[src/rtl/svw_pkg.sv]
// Functional notes
// - Watchdog disarmed after power-up, power-on reset, watchdog timeout and manual reset.
// - Only a falling strobe edge after power-on reset arms the watchdog.
// - While armed any strobe edge restarts timeout; expiry drives reset active.
// - No watchdog reset when edges come closer than the option's minimum period.
// - Always reset when no edge arrives within the option's maximum period.
// - Four selectable timeouts: 6.3 ms, 102 ms, 1.6 s, 25.6 s.
// - Default timeout selection is the 1.6 s option.
// - Strobe pull-up enabled while disarmed.
// - Arming drops the pull-up until power-on, reset event or timeout.
// - Any reset assertion holds reset active for the full hold period.
// - Reset hold period defaults to 200 ms, other options selectable.
// - Manual reset low for the assertion delay forces reset and disarms.
// - At power-up reset holds, hold timer starts once supply is good.
package svw_pkg;
  localparam int unsigned CLK_PERIOD_PS = 10000;
  localparam int unsigned PS_PER_US = 1000000;
  // Timeout windows in microseconds: minimum and maximum per option
  localparam longint unsigned WD_MIN_US [4] = '{4300, 71000, 1120000, 17900000};
  localparam longint unsigned WD_MAX_US [4] = '{9300, 153000, 2400000, 38400000};
  // Design aims between min and max: nominal period
  localparam longint unsigned WD_NOM_US [4] = '{6300, 102000, 1600000, 25600000};
  localparam longint unsigned HOLD_NOM_US [4] = '{1400, 30000, 200000, 1600000};
  localparam logic [1:0] WD_SEL_DEFAULT = 2'h2;
  localparam logic [1:0] HOLD_SEL_DEFAULT = 2'h2;
  localparam longint unsigned MRD_US = 1;
  localparam int unsigned CNT_W = 32;
  function automatic logic [CNT_W-1:0] us_to_cycles(input longint unsigned us);
    longint unsigned c;
    c = (us * PS_PER_US) / CLK_PERIOD_PS;
    if (c < 1) c = 1;
    return c[CNT_W-1:0];
  endfunction
  typedef enum logic [1:0] {SVW_POWERUP, SVW_HOLD, SVW_RUN} svw_state_t;
endpackage

[src/rtl/svw_sync.sv]
`timescale 1ns/100ps
`default_nettype none
// Two-stage synchroniser with edge report from the second and third stages
module svw_sync #(
  parameter logic INIT = 1'b1
) (
  input wire logic clk_sys,
  input wire logic sys_rst,
  input wire logic async_in,
  output logic level,
  output logic edge_any,
  output logic edge_fall
);
  logic meta;
  logic stable;
  logic prev;
  always_ff @(posedge clk_sys) begin
    if (sys_rst) begin
      meta <= INIT;
      stable <= INIT;
      prev <= INIT;
    end else begin
      meta <= async_in;
      stable <= meta;
      prev <= stable;
    end
  end
  assign level = stable;
  assign edge_any = stable ^ prev;
  assign edge_fall = prev & ~stable;
endmodule
`default_nettype wire

[src/rtl/svw_top.sv]
`timescale 1ns/100ps
`default_nettype none
module svw_top #(
  parameter logic RST_ACTIVE_HIGH = 1'b0,
  parameter logic [svw_pkg::CNT_W-1:0] WD_CYC_0 = svw_pkg::us_to_cycles(svw_pkg::WD_NOM_US[0]),
  parameter logic [svw_pkg::CNT_W-1:0] WD_CYC_1 = svw_pkg::us_to_cycles(svw_pkg::WD_NOM_US[1]),
  parameter logic [svw_pkg::CNT_W-1:0] WD_CYC_2 = svw_pkg::us_to_cycles(svw_pkg::WD_NOM_US[2]),
  parameter logic [svw_pkg::CNT_W-1:0] WD_CYC_3 = svw_pkg::us_to_cycles(svw_pkg::WD_NOM_US[3]),
  parameter logic [svw_pkg::CNT_W-1:0] HOLD_CYC_0 = svw_pkg::us_to_cycles(svw_pkg::HOLD_NOM_US[0]),
  parameter logic [svw_pkg::CNT_W-1:0] HOLD_CYC_1 = svw_pkg::us_to_cycles(svw_pkg::HOLD_NOM_US[1]),
  parameter logic [svw_pkg::CNT_W-1:0] HOLD_CYC_2 = svw_pkg::us_to_cycles(svw_pkg::HOLD_NOM_US[2]),
  parameter logic [svw_pkg::CNT_W-1:0] HOLD_CYC_3 = svw_pkg::us_to_cycles(svw_pkg::HOLD_NOM_US[3]),
  parameter logic [svw_pkg::CNT_W-1:0] MRD_CYC = svw_pkg::us_to_cycles(svw_pkg::MRD_US)
) (
  input wire logic clk_sys,
  input wire logic sys_rst,
  input wire logic supply_good,
  input wire logic watchdog_strobe_in,
  input wire logic manual_reset_in_n,
  input wire logic [1:0] timeout_sel,
  input wire logic [1:0] hold_sel,
  output logic reset_out,
  output logic reset_out_comp,
  output logic strobe_pullup_en,
  output logic armed
);
  initial begin
    if (WD_CYC_0 < 2 || WD_CYC_1 < 2 || WD_CYC_2 < 2 || WD_CYC_3 < 2)
      $error("Watchdog period too short");
    if (HOLD_CYC_0 < 1 || HOLD_CYC_1 < 1 || HOLD_CYC_2 < 1 || HOLD_CYC_3 < 1 || MRD_CYC < 1)
      $error("Hold or manual delay count zero");
  end

  localparam logic [svw_pkg::CNT_W-1:0] ONE = 32'h0000_0001;

  logic sup_q1;
  logic sup_ok;
  logic strobe_lvl;
  logic strobe_edge;
  logic strobe_fall;
  logic mr_lvl;
  svw_pkg::svw_state_t state;
  svw_pkg::svw_state_t next_state;
  logic [svw_pkg::CNT_W-1:0] hold_cnt;
  logic [svw_pkg::CNT_W-1:0] wd_cnt;
  logic [svw_pkg::CNT_W-1:0] mr_cnt;
  logic por_done;
  logic rst_active;

  always_ff @(posedge clk_sys) begin
    if (sys_rst) begin
      sup_q1 <= 1'b0;
      sup_ok <= 1'b0;
    end else begin
      sup_q1 <= supply_good;
      sup_ok <= sup_q1;
    end
  end

  svw_sync #(.INIT(1'b1)) u_strobe (
    .clk_sys(clk_sys),
    .sys_rst(sys_rst),
    .async_in(watchdog_strobe_in),
    .level(strobe_lvl),
    .edge_any(strobe_edge),
    .edge_fall(strobe_fall)
  );

  svw_sync #(.INIT(1'b1)) u_mr (
    .clk_sys(clk_sys),
    .sys_rst(sys_rst),
    .async_in(manual_reset_in_n),
    .level(mr_lvl),
    .edge_any(),
    .edge_fall()
  );

  wire [svw_pkg::CNT_W-1:0] wd_limit = (timeout_sel == 2'h0) ? WD_CYC_0 :
                                        (timeout_sel == 2'h1) ? WD_CYC_1 :
                                        (timeout_sel == 2'h2) ? WD_CYC_2 : WD_CYC_3;
  wire [svw_pkg::CNT_W-1:0] hold_limit = (hold_sel == 2'h0) ? HOLD_CYC_0 :
                                          (hold_sel == 2'h1) ? HOLD_CYC_1 :
                                          (hold_sel == 2'h2) ? HOLD_CYC_2 : HOLD_CYC_3;
  wire mr_fire = (mr_cnt == MRD_CYC - ONE) && !mr_lvl;
  wire wd_fire = armed && !strobe_edge && (wd_cnt == wd_limit - ONE);
  wire hold_done = (state == svw_pkg::SVW_HOLD) && (hold_cnt == hold_limit - ONE);
  wire arm_now = (state == svw_pkg::SVW_RUN) && !armed && por_done && strobe_fall;
  wire supply_lost = !sup_ok;
  // Pull-up follows the arm state of the same edge, so it never lags a disarm
  wire next_armed = (state == svw_pkg::SVW_RUN) && !wd_fire && !mr_fire && (armed || arm_now);

  always_comb begin
    next_state = state;
    case (state)
      svw_pkg::SVW_POWERUP: if (sup_ok) next_state = svw_pkg::SVW_HOLD;
      svw_pkg::SVW_HOLD: begin
        if (supply_lost) next_state = svw_pkg::SVW_POWERUP;
        else if (hold_done) next_state = svw_pkg::SVW_RUN;
      end
      svw_pkg::SVW_RUN: begin
        if (supply_lost) next_state = svw_pkg::SVW_POWERUP;
        else if (wd_fire || mr_fire) next_state = svw_pkg::SVW_HOLD;
      end
      default: next_state = svw_pkg::SVW_POWERUP;
    endcase
  end

  always_ff @(posedge clk_sys) begin
    if (sys_rst) state <= svw_pkg::SVW_POWERUP;
    else state <= next_state;
  end

  // Hold counter restarts whenever the hold state is entered afresh
  always_ff @(posedge clk_sys) begin
    if (sys_rst || state != svw_pkg::SVW_HOLD) hold_cnt <= '0;
    else if (!hold_done) hold_cnt <= hold_cnt + ONE;
  end

  // Manual reset filter; also doubles as the glitch filter on the pin
  always_ff @(posedge clk_sys) begin
    if (sys_rst || mr_lvl || state != svw_pkg::SVW_RUN) mr_cnt <= '0;
    else if (!mr_fire) mr_cnt <= mr_cnt + ONE;
  end

  // Arming needs the first release of power-on reset; later resets leave it set
  always_ff @(posedge clk_sys) begin
    if (sys_rst || state == svw_pkg::SVW_POWERUP) por_done <= 1'b0;
    else if (state == svw_pkg::SVW_RUN) por_done <= 1'b1;
  end

  always_ff @(posedge clk_sys) begin
    if (sys_rst) armed <= 1'b0;
    else armed <= next_armed;
  end

  // Nominal count lies inside min..max of every option
  always_ff @(posedge clk_sys) begin
    if (sys_rst || !armed || strobe_edge) wd_cnt <= '0;
    else if (!wd_fire) wd_cnt <= wd_cnt + ONE;
  end

  assign rst_active = (state != svw_pkg::SVW_RUN);
  always_ff @(posedge clk_sys) begin
    if (sys_rst) begin
      reset_out <= RST_ACTIVE_HIGH;
      reset_out_comp <= ~RST_ACTIVE_HIGH;
      strobe_pullup_en <= 1'b1;
    end else begin
      reset_out <= rst_active ~^ RST_ACTIVE_HIGH ? 1'b1 : 1'b0;
      reset_out_comp <= rst_active ~^ RST_ACTIVE_HIGH ? 1'b0 : 1'b1;
      strobe_pullup_en <= !next_armed;
    end
  end
endmodule
`default_nettype wire

[config.mk]
export PLATFORM = sky130hd
export DESIGN_NAME = svw_top
export DESIGN_NICKNAME = d
export VERILOG_FILES = /design/src/rtl/svw_pkg.sv /design/src/rtl/svw_sync.sv /design/src/rtl/svw_top.sv
export SDC_FILE = /design/constraint.sdc
export NUM_CORES = 1
export LEC_CHECK = 0
export BUFFER_PORTS_ARGS = -buffer_cell sky130_fd_sc_hd__buf_2
export CORE_ASPECT_RATIO = 1.5
export CORE_MARGIN = 8
export CORE_UTILIZATION = 67
export CTS_BUF_LIST = sky130_fd_sc_hd__clkbuf_16
export CTS_CLUSTER_SIZE = 28
export DETAILED_ROUTE_END_ITERATION = 6
export GPL_TIMING_DRIVEN = 0
export PLACE_DENSITY = 0.85
export SYNTH_ARGS = -nofsm -noshare
export SYNTH_HDL_FRONTEND = slang
export SYNTH_SLANG_ARGS = --single-unit
export TNS_END_PERCENT = 20
[constraint.sdc]
create_clock -name clk_sys -period 4.6 [get_ports clk_sys]
set_input_delay 0.69 -clock clk_sys [delete_from_list [all_inputs] [get_ports clk_sys]]
set_output_delay 0.69 -clock clk_sys [all_outputs]
set_load 0.02 [all_outputs]
# Word level (Yosys, flattened, before mapping)
# Index checks and enable logic that the tools add are counted.
[totals] register_bits=110 input_bits=9 output_inout_bits=4 word_cells=80
[op_classes] add_sub_neg=5 eq_ne=14 muxes=14 n_bitwise=3 n_reduce_logical=28
[ops] operator="adder 32 x 1 -> 32 bit (second input constant)" count=3
[ops] operator="2-to-1 mux 32 bit" count=3
[ops] operator="2-to-1 mux 28 bit" count=3
[ops] operator="== test 32 bit" count=2
[ops] operator="== test 32 x 7 -> 1 bit (second input constant)" count=1
[ops] operator="subtractor 32 x 1 -> 32 bit (second input constant)" count=1
[ops] operator="subtractor 28 x 1 -> 29 bit (second input constant)" count=1
[ops] operator="logical AND 1 bit" count=10
[ops] operator="2-to-1 mux 2 bit" count=5
[ops] operator="logical OR 1 bit" count=8
[ops] operator="== test 2 x 1 -> 1 bit (second input constant)" count=3
[ops] operator="== test 2 bit (second input constant)" count=3
[ops] operator="zero test 1 bit" count=6
[ops] operator="zero test 2 bit" count=3
[ops] operator="case mux 2 bit (3 select lines)" count=1
[ops] operator="!= test 2 bit (second input constant)" count=2
[ops] operator="!= test 3 x 2 -> 1 bit (second input constant)" count=1
[ops] operator="!= test 3 bit (second input constant)" count=1
[ops] operator="AND reduction 3 bit" count=1
[ops] operator="2-to-1 mux 1 bit" count=2
[ops] operator="!= test 2 x 1 -> 1 bit (second input constant)" count=1
[ops] operator="bitwise AND 1 bit" count=1
[ops] operator="inverter 1 bit" count=1
[ops] operator="XOR 1 bit" count=1

# Longest topological paths before layout
# Gate-level depths: netlist of the first run.
[depth] ltp_word=12 mapped_depth=11 mapped_depth_nobuf=8

# Cells and area by module
# Synthesis of the first run repeated with hierarchy kept, for this count alone.
[unflattened] cells_unflattened=657 hier_area_um2=5605.4
[modules_own_cells] mod="svw_top" instances=1 cells_per_inst=639 area_each_um2=5407.7 seq_area_each_um2=2102.0
[modules_own_cells] mod="svw_sync" instances=2 cells_per_inst=9 area_each_um2=98.8 seq_area_each_um2=60.1

# Worst setup path after synthesis of the first run
# OpenSTA, ideal clock, no wires.
[synth_timing] kind="input to register" from="input port hold_sel[0]" to="register hold_cnt[5] in the netlist's numbering" setup_time_ps=67 arrival_ps=2523 required_ps=4533 path_slack_ps=2009 stages=9 path_buffers=1 path_cell_list="inv_1 -> ha_1 -> xnor2_1 -> nand3_1 -> or4_4 -> or3_1 -> buf_2 -> a21bo_1 -> a21oi_2"
[synth_between] elab_chain_len=7 elab_cells_between_ends=9 cone_classes="add/sub (1); eq/ne (3); mux (3); reduce/logical (2)"
[synth_rtl] element="from (decl)" line="svw_top.sv:21" source="input wire logic [1:0] hold_sel,"
[synth_rtl] element="== test 2 bit" line="svw_top.sv:83" source="(hold_sel == 2'h2) ? HOLD_CYC_2 : HOLD_CYC_3;"
[synth_rtl] element="2-to-1 mux 28 bit" line="svw_top.sv:83"
[synth_rtl] element="2-to-1 mux 28 bit" line="svw_top.sv:82" source="(hold_sel == 2'h1) ? HOLD_CYC_1 :"
[synth_rtl] element="2-to-1 mux 28 bit *" line="svw_top.sv:81" source="wire [svw_pkg::CNT_W-1:0] hold_limit = (hold_sel == 2'h0) ? HOLD_CYC_0 :"
[synth_rtl] element="subtractor 28 x 1 -> 29 bit *" line="svw_top.sv:86" source="wire hold_done = (state == svw_pkg::SVW_HOLD) && (hold_cnt == hold_limit - ONE);"
[synth_rtl] element="== test 32 bit *" line="svw_top.sv:86"
[synth_rtl] element="logical AND 1 bit *" line="svw_top.sv:86"
[synth_rtl] element="to (signal assigned)" line="svw_top.sv:116" source="else if (!hold_done) hold_cnt <= hold_cnt + ONE;"
[synth_rtl] element="to (decl)" line="svw_top.sv:44" source="logic [svw_pkg::CNT_W-1:0] hold_cnt;"
# Every way passes the cells marked *; elsewhere a longest branch is shown, timed or not.
# A chain may end at the register's enable or synchronous reset.

# Final worst setup path of the first run
[layout_timing] from="register wd_cnt[0] in the netlist's numbering" to="register state[1]"
[layout_between] elab_chain_len=5
[layout_rtl] element="from (decl)" line="svw_top.sv:45" source="logic [svw_pkg::CNT_W-1:0] wd_cnt;"
[layout_rtl] element="from (signal assigned)" line="svw_top.sv:139" source="else if (!wd_fire) wd_cnt <= wd_cnt + ONE;"
[layout_rtl] element="== test 32 bit" line="svw_top.sv:85" source="wire wd_fire = armed && !strobe_edge && (wd_cnt == wd_limit - ONE);"
[layout_rtl] element="logical AND 1 bit" line="svw_top.sv:85"
[layout_rtl] element="logical OR 1 bit" line="svw_top.sv:102" source="else if (wd_fire || mr_fire) next_state = svw_pkg::SVW_HOLD;"
[layout_rtl] element="!= test 3 x 2 -> 1 bit (no line)"
[layout_rtl] element="AND reduction 3 bit (no line)"
[layout_rtl] element="to (signal assigned)" line="svw_top.sv:109" source="if (sys_rst) state <= svw_pkg::SVW_POWERUP;"
[layout_rtl] element="to (signal assigned)" line="svw_top.sv:110" source="else state <= next_state;"
[layout_rtl] element="to (decl)" line="svw_top.sv:42" source="svw_pkg::svw_state_t state;"
# No other way between the ends.

==> metrics.txt, run 1 <==
Met3 Wirelength=455 um; Initial Util=68.9%; CP peak stage delay=0.45 ns; Hold WC Path Type=reg -> reg; Critical Path RT=4.85 ns; XOR/XNOR share of the synthesized area=9.52%; worst-path cell chain=ha_1 > buf_2 > and4_1 > o2111ai_1 > nor4_1 > and4_1 > buf_2 > buf_4 > buf_6 > nor3_1 > o21a_1; Yosys reg bits=110; Clock Sinks=110; CTS Root Cell=clkbuf_16; Distinct cells, synth=49; Die Y=127 um; top cells by area, synth=dfxtp_1, xor2_1, nor2_1, xnor2_1, ha_1; Worst Path Arrival=3.01 ns; DRT Wirelength=12.6 mm; Met1 Routed Length=5.05 mm; Least-Margin Pin Slew=0.630 ns; Largest delay share family, worst path=simple AND/OR/NAND/NOR gates; number of H-tree levels=3; GRT overflow=0; Setup Fix Bufs, Post-CTS=0; status=completed; CTS resizes=0; area grow syn2layout=9.02%; via count=4868; Worst Path Class, Setup=reg -> reg; post-synthesis mux area share=0.544%; adder-cell share of the synthesized area=4.08%; slew margin rel.=57.8%; sequential fraction of the synthesis area=39.9%; GR Util All Layers=22.1%; commonest non-fill, non-tap cell in the layout=dfxtp_1; number of flops mapped to enable cells by yosys=0; Lkg Pwr=2.01 nW; Setup TNS Final=0 ns; Fmax achieved=0.362 GHz; Final Max Slew Viols=0; DRC violations left=0; CTS clock-pin slew for the worst setup and hold paths=0.07 ns; total power divided by cell area=297 nW/um^2; yosys warns=0; final worst-path cycle share=60.0%; Pre-Repair DR Iteration Count=7; DP HPWL=9.17 mm; commonest non-fill, non-tap cells in the layout=dfxtp_1, nor2_1, nand2_1; worst vdd ir=0.000271 V; Detailed Route Iter0 Violations=357; RSZ-0062 raised after global routing=false; vias in the first global route=4898; CTS Buffer Depth=2; # setup viols final=0; Worst Path Buf+Inv=4; initial antenna violation count=0; Worst R2R Start=wd_cnt[0]$_SDFFE_PP0N_; largest family of logic cells by synthesized area=simple AND/OR/NAND/NOR gates; Diodes inserted=0; setup clock skew after layout=0.0125 ns; crit path max fanout=10; Tmin final=2.76 ns; hold wc startpoint=u_mr.meta$_SDFF_PP1_; number of max-cap violations=0; complex-gate fraction of the synthesized area=9.86%; Vias/cell=6.18; DR WL/cell=16.0 um; routed wl met2=6.69 mm; Post-Syn Area per Cell=8.42 um^2; Slowest-stage cell, CP=dfxtp_1; Row Count=40; first-pass GRT wire length=21.5 mm; Inserted Clock Buffers=9; Layout fillers=596; Critical Path Source=wd_cnt[0]$_SDFFE_PP0N_; DRT antenna net count=0; largest net degree at the start of global routing=20; routability cong.=0.949; clk_lat worst skew=0.35 ns; nets=705; Core Box Area=8010 um^2; die footprint=11500 um^2; Syn Nets=682; max layer used=met4; Post-Synth Simple-Gate Area=32.2%; I/O Pins=13; Synth async-reset ratio=0%; critical path endpoint category=flop; # hold bufs at CTS=0; post-synth top area cell=dfxtp_1; Hold Vio Cnt, Final=0; Mapped Area=5520 um^2; share of layout cells above drive strength 1=8.64%; Core Util, Final=75.1%; CTS tree=done; Synth Flop Type=dfxtp_1; PortBufs=12; top cell type's share of synthesized area=39.9%; Die Wd=90.1 um; Cells after Synth=655; CP startpoint kind=flop
metal layers:
| layer | GRT usage (%) | vias up |
|---|---|---|
| li1 | - | 2382 |
| met1 | 22.8 | 2315 |
| met2 | 40.2 | 132 |
| met3 | 3.75 | 39 |
| met4 | 14.8 | 0 |
| met5 | 0 | - |
flip-flops by register name, indices dropped and copies added, names as in the netlist, 2 cells and up:
name      flops
hold_cnt     32
mr_cnt       32
wd_cnt       32
state         2
cells in the mapped netlist, types with 2 or more instances:
cell type	count
nand4_1	24
a21oi_1	39
inv_1	21
dfxtp_1	110
xor2_1	33
or2_2	9
nor4_1	13
a211oi_1	2
and3b_1	3
o21ai_1	16
o211ai_1	7
nor3_1	14
buf_2	10
clkbuf_1	14
nand3b_1	2
and3_1	18
and2_1	4
nor4_2	4
nand2_1	43
buf_6	2
nor2b_1	6
nand3_1	36
nor4b_1	2
and4_1	12
or4_4	2
nor2_1	75
ha_1	18
or4_1	13
nand2b_1	6
o31ai_1	8
or3_1	30
xnor2_1	27
mux2i_1	3
o21ai_0	12
nand4b_1	3
power by group:
| group | internal (mW) | switching (mW) |
|---|---|---|
| combinational | 0.0151 | 0.0220 |
| clock | 0.431 | 0.365 |
| sequential | 0.954 | 0.00119 |
| total | 1.40 | 0.388 |
worst paths after layout:
path                                 to  cells past startpoint  slack, ns
setup / recovery  state[1]$_SDFFE_PP0P_                     11       1.84
hold / removal    u_mr.level$_SDFF_PP1_                      1       0.41
setup reg to reg  state[1]$_SDFFE_PP0P_                     11       1.84
hold reg to reg   u_mr.level$_SDFF_PP1_                      1       0.41
kinds of logic (layout without fill, tap and decap cells):
| family | count (synthesis) | in the layout |
|---|---|---|
| AND/OR/NAND/NOR | 323 | 323 |
| flip-flops | 110 | 110 |
| AO/OA/AOI/OAI | 93 | 93 |
| XOR/XNOR | 60 | 60 |
| buffers and inverters | 48 | 76 |
| adder cells (fa/ha/maj) | 18 | 18 |
| multiplexers | 3 | 3 |
area by class of cell:
type	count	area, um^2	area share, %
multi-input combinational	497	3100	51.6
sequential	110	2200	36.6
clock buffer	9	225	3.74
buffer	27	133	2.20
tap	105	131	2.18
clock inverter	7	81.3	1.35
inverter	21	78.8	1.31
timing repair buffer	12	60.1	0.998
per-stage QoR:
step                      power (mW)  cells  setup WS (ns)  hold slack [ns]  instance area (um^2)
final                           1.79    788           1.84            0.412                  6020
after global routing            1.83    788           1.67            0.433                  6020
after CTS                       1.80    788           1.87            0.415                  6020
after detailed placement        1.01    772           1.53            0.397                  5710
after global placement          1.01    772           1.57            0.394                  5710
after floorplan                 1.00    655           2.01            0.389                  5520
(Power assumes the default switching activity.)
==> inputs of run 2 (changes only) <==
--- a/config.mk
+++ b/config.mk
@@ -5,15 +5,16 @@
 export SDC_FILE = /design/constraint.sdc
 export NUM_CORES = 1
 export LEC_CHECK = 0
+export ABC_AREA = 1
 export BUFFER_PORTS_ARGS = -buffer_cell sky130_fd_sc_hd__buf_2
 export CORE_ASPECT_RATIO = 1.5
 export CORE_MARGIN = 8
-export CORE_UTILIZATION = 67
+export CORE_UTILIZATION = 63
 export CTS_BUF_LIST = sky130_fd_sc_hd__clkbuf_16
 export CTS_CLUSTER_SIZE = 28
 export DETAILED_ROUTE_END_ITERATION = 6
 export GPL_TIMING_DRIVEN = 0
-export PLACE_DENSITY = 0.85
+export PLACE_DENSITY = 0.8
 export SYNTH_ARGS = -nofsm -noshare
 export SYNTH_HDL_FRONTEND = slang
 export SYNTH_SLANG_ARGS = --single-unit
==> constraint.sdc (replaced) <==
create_clock -name clk_sys -period 2.7 [get_ports clk_sys]
set_input_delay 0.405 -clock clk_sys [delete_from_list [all_inputs] [get_ports clk_sys]]
set_output_delay 0.405 -clock clk_sys [all_outputs]
set_load 0.02 [all_outputs]
==> run 2 against run 1 <==
Net effect:
- sequential cell count unchanged
- combinational power rose to 3.5 times the previous value
- area after synthesis increased by 21%
- setup slack worse by 1.5 ns
- count of clock-buffer cells in the layout did not move
- clock power increased by 62%
- maximum frequency rose by 18%
- global-route usage grew 2.4 points
- total power rose by 70%
- hold slack worse by 0.19 ns
- first-iteration DRC count is 8.7% lower
- sequential power is 71% higher
- largest power group unchanged
- highest routed layer unchanged
==> metrics.txt, run 2 <==
PortBufs=12 (unchanged); final worst-path cycle share=86.9% (+27 points); most common cell in the netlist=nand2_1; Fmax achieved=0.426 GHz (+18%); Fin Hold WS=0.224 ns (-0.188 ns); Post-Synth Simple-Gate Area=37.8% (+5.5 points); Final Max Slew Viols=0 (unchanged); Distinct cells, synth=38 (-22%); Core Box Area=10500 um^2 (+31%); clk_lat worst skew=0.36 ns (about the same); sequential fraction of the synthesis area=32.8% (-7.1 points); Die Wd=100 um (+11%); CP peak stage delay=0.67 ns (+0.22 ns); GR Util All Layers=24.5% (+2.4 points); DRC violations left=0 (unchanged); Cells after Synth=1003 (+53%); slew margin rel.=41.6% (-16 points); post-synth top area cell=dfxtp_1; CTS clock-pin slew for the worst setup and hold paths=0.08 ns (about the same); Post-Syn Area per Cell=6.68 um^2 (-21%); Hold Vio Cnt, Final=0 (unchanged); DR WL/cell=14.3 um (-11%); routability cong.=0.977 (+3.0%); most frequent cells after synthesis=nand2_1, inv_1, dfxtp_1; initial antenna violation count=0 (unchanged); number of H-tree levels=3 (unchanged); Worst Path Class, Setup=reg -> reg; I/O Pins=13 (unchanged); commonest non-fill, non-tap cell in the layout=nand2_1; adder-cell share of the synthesized area=3.36% (-0.72 points); vias in the first global route=6240 (+27%); Core Util, Final=69.0% (-6.1 points); DRT Wirelength=16.8 mm (+33%); DRT antenna net count=0 (unchanged); share of layout cells above drive strength 1=10.6% (+1.9 points); XOR/XNOR share of the synthesized area=4.57% (-5.0 points); Hold WC Path Type=in -> reg; Diodes inserted=0 (unchanged); crit path max fanout=10 (unchanged); # hold bufs at CTS=0 (unchanged); Worst Path Arrival=2.63 ns (-0.38 ns); Least-Margin Pin Slew=0.872 ns (+0.242 ns); Die Y=142 um (+12%); DP HPWL=13.3 mm (+45%); Pre-Repair DR Iteration Count=5 (-2); Critical Path RT=2.98 ns (-1.87 ns); worst vdd ir=0.000358 V (+32%); Vias/cell=5.58 (-9.6%); critical path endpoint category=flop; Initial Util=64.0% (-4.9 points); # setup viols final=0 (unchanged); Design Power=3.04 mW (+70%); die footprint=14300 um^2 (+25%); post-synthesis mux area share=0% (-0.54 points); top cell type's share of synthesized area=32.8% (-7.1 points); number of max-cap violations=0 (unchanged); status=completed; CTS tree=done; total power divided by cell area=421 nW/um^2 (+42%); GRT overflow=0 (unchanged); Detailed Route Iter0 Violations=326 (-8.7%); largest family of logic cells by synthesized area=simple AND/OR/NAND/NOR gates; RSZ-0062 raised after global routing=false; worst-path cell chain=inv_1 > ha_1 > nand2_1 > nor2_1 > inv_1 > clkbuf_1 > a21oi_1; Syn Nets=1030 (+51%); number of flops mapped to enable cells by yosys=0 (unchanged); Synth async-reset ratio=0% (unchanged); biggest regs=hold_cnt: 32 flops, mr_cnt: 32 flops, wd_cnt: 32 flops; CTS Buffer Depth=2 (unchanged); Row Count=46 (+15%); nets=1053 (+49%); Inserted Clock Buffers=9 (unchanged); via count=6559 (+35%); top cells by area, synth=dfxtp_1, nand2_1, inv_1, a21oi_1, nor2_1; CTS Root Cell=clkbuf_16; CTS resizes=0 (unchanged); commonest non-fill, non-tap cells in the layout=nand2_1, inv_1, dfxtp_1; Yosys reg bits=110 (unchanged); largest net degree at the start of global routing=20 (unchanged); Tmin final=2.35 ns (-0.415 ns); Mapped Area=6700 um^2 (+21%); Slowest-stage cell, CP=nor2_1; Setup Fix Bufs, Post-CTS=0 (unchanged); Clock Sinks=110 (unchanged); Setup TNS Final=0 ns (unchanged); complex-gate fraction of the synthesized area=11.8% (+1.9 points); first-pass GRT wire length=27.9 mm (+30%); Lkg Pwr=2.61 nW (+30%); area grow syn2layout=7.78%; setup clock skew after layout=0.00567 ns (-0.00685 ns); CP startpoint kind=flop; Synth Flop Type=dfxtp_1; yosys warns=0 (unchanged); most used cell, CP=inv_1
-- run 2: cell types whose count changed after synthesis, moves of 24 or more --
cell	delta
nand2_1	+148
inv_1	+117
or3_1	-30
nor2_1	+27
nand3_1	+24
nor3_1	+37
a21oi_1	+47
o21ai_0	+37
-- run 2: path summary, 6_finish.rpt --
kind         cells after the start  slack (ns)                 startpoint                 endpoint
min                              2        0.22          manual_reset_in_n     u_mr.meta$_SDFF_PP1_
max                              7        0.35  u_strobe.level$_SDFF_PP1_  wd_cnt[27]$_SDFFE_PP0N_
min reg2reg                      2        0.42          sup_q1$_SDFF_PP0_        sup_ok$_SDFF_PP0_
max reg2reg                      7        0.35  u_strobe.level$_SDFF_PP1_  wd_cnt[27]$_SDFFE_PP0N_
-- run 2: layout make-up --
| cell class | count | area [um^2] |
|---|---|---|
| clock inverter | 7 | 56.3 |
| sequential | 110 | 2200 |
| fill | 1004 | 3250 |
| clock buffer | 9 | 225 |
| timing repair buffer | 12 | 60.1 |
| buffer | 20 | 100 |
| inverter | 146 | 548 |
| multi-input combinational | 727 | 3850 |
| tap | 144 | 180 |
-- run 2: critical path, delay by kind of cell, from the launching register on --
kind                     cells  cell delay [ns]
AO/OA/AOI/OAI                1             0.19
adder cells (fa/ha/maj)      1             0.27
buffers and inverters        3             0.75
flip-flops                   1             0.31
AND/OR/NAND/NOR              2             0.74
-- run 2: cell families (layout without fill, tap and decap cells) --
family | Yosys count | after routing
buf+inv | 166 | 194
compound gates | 153 | 153
flops | 110 | 110
xor+xnor | 35 | 35
fa+ha+maj | 18 | 18
simple gates | 521 | 521
-- run 2: per-stage QoR --
| step | worst slack (ns) | cells | cell area, um^2 |
|---|---|---|---|
| final | 0.354 | 1175 | 7230 |
| after floorplan | 0.782 | 1003 | 6700 |
| after global placement | 0.0695 | 1159 | 6940 |
| after global routing | 0.188 | 1175 | 7230 |
| after CTS | 0.373 | 1175 | 7230 |
| after detailed placement | 0.0954 | 1159 | 6940 |
-- run 2: where the power goes --
| part | switching (mW) | internal, mW | leakage, nW |
|---|---|---|---|
| Combinational | 0.0827 | 0.0463 | 1.59 |
| Sequential | 0.00221 | 1.63 | 0.887 |
| Clock | 0.648 | 0.638 | 0.130 |
-- run 2: per-layer routing --
layer,global-route usage [%],part of all wire (%)
met5,0,0
met4,20.6,6.8
met3,3.72,4.4
met2,43.4,50
met1,24.5,39
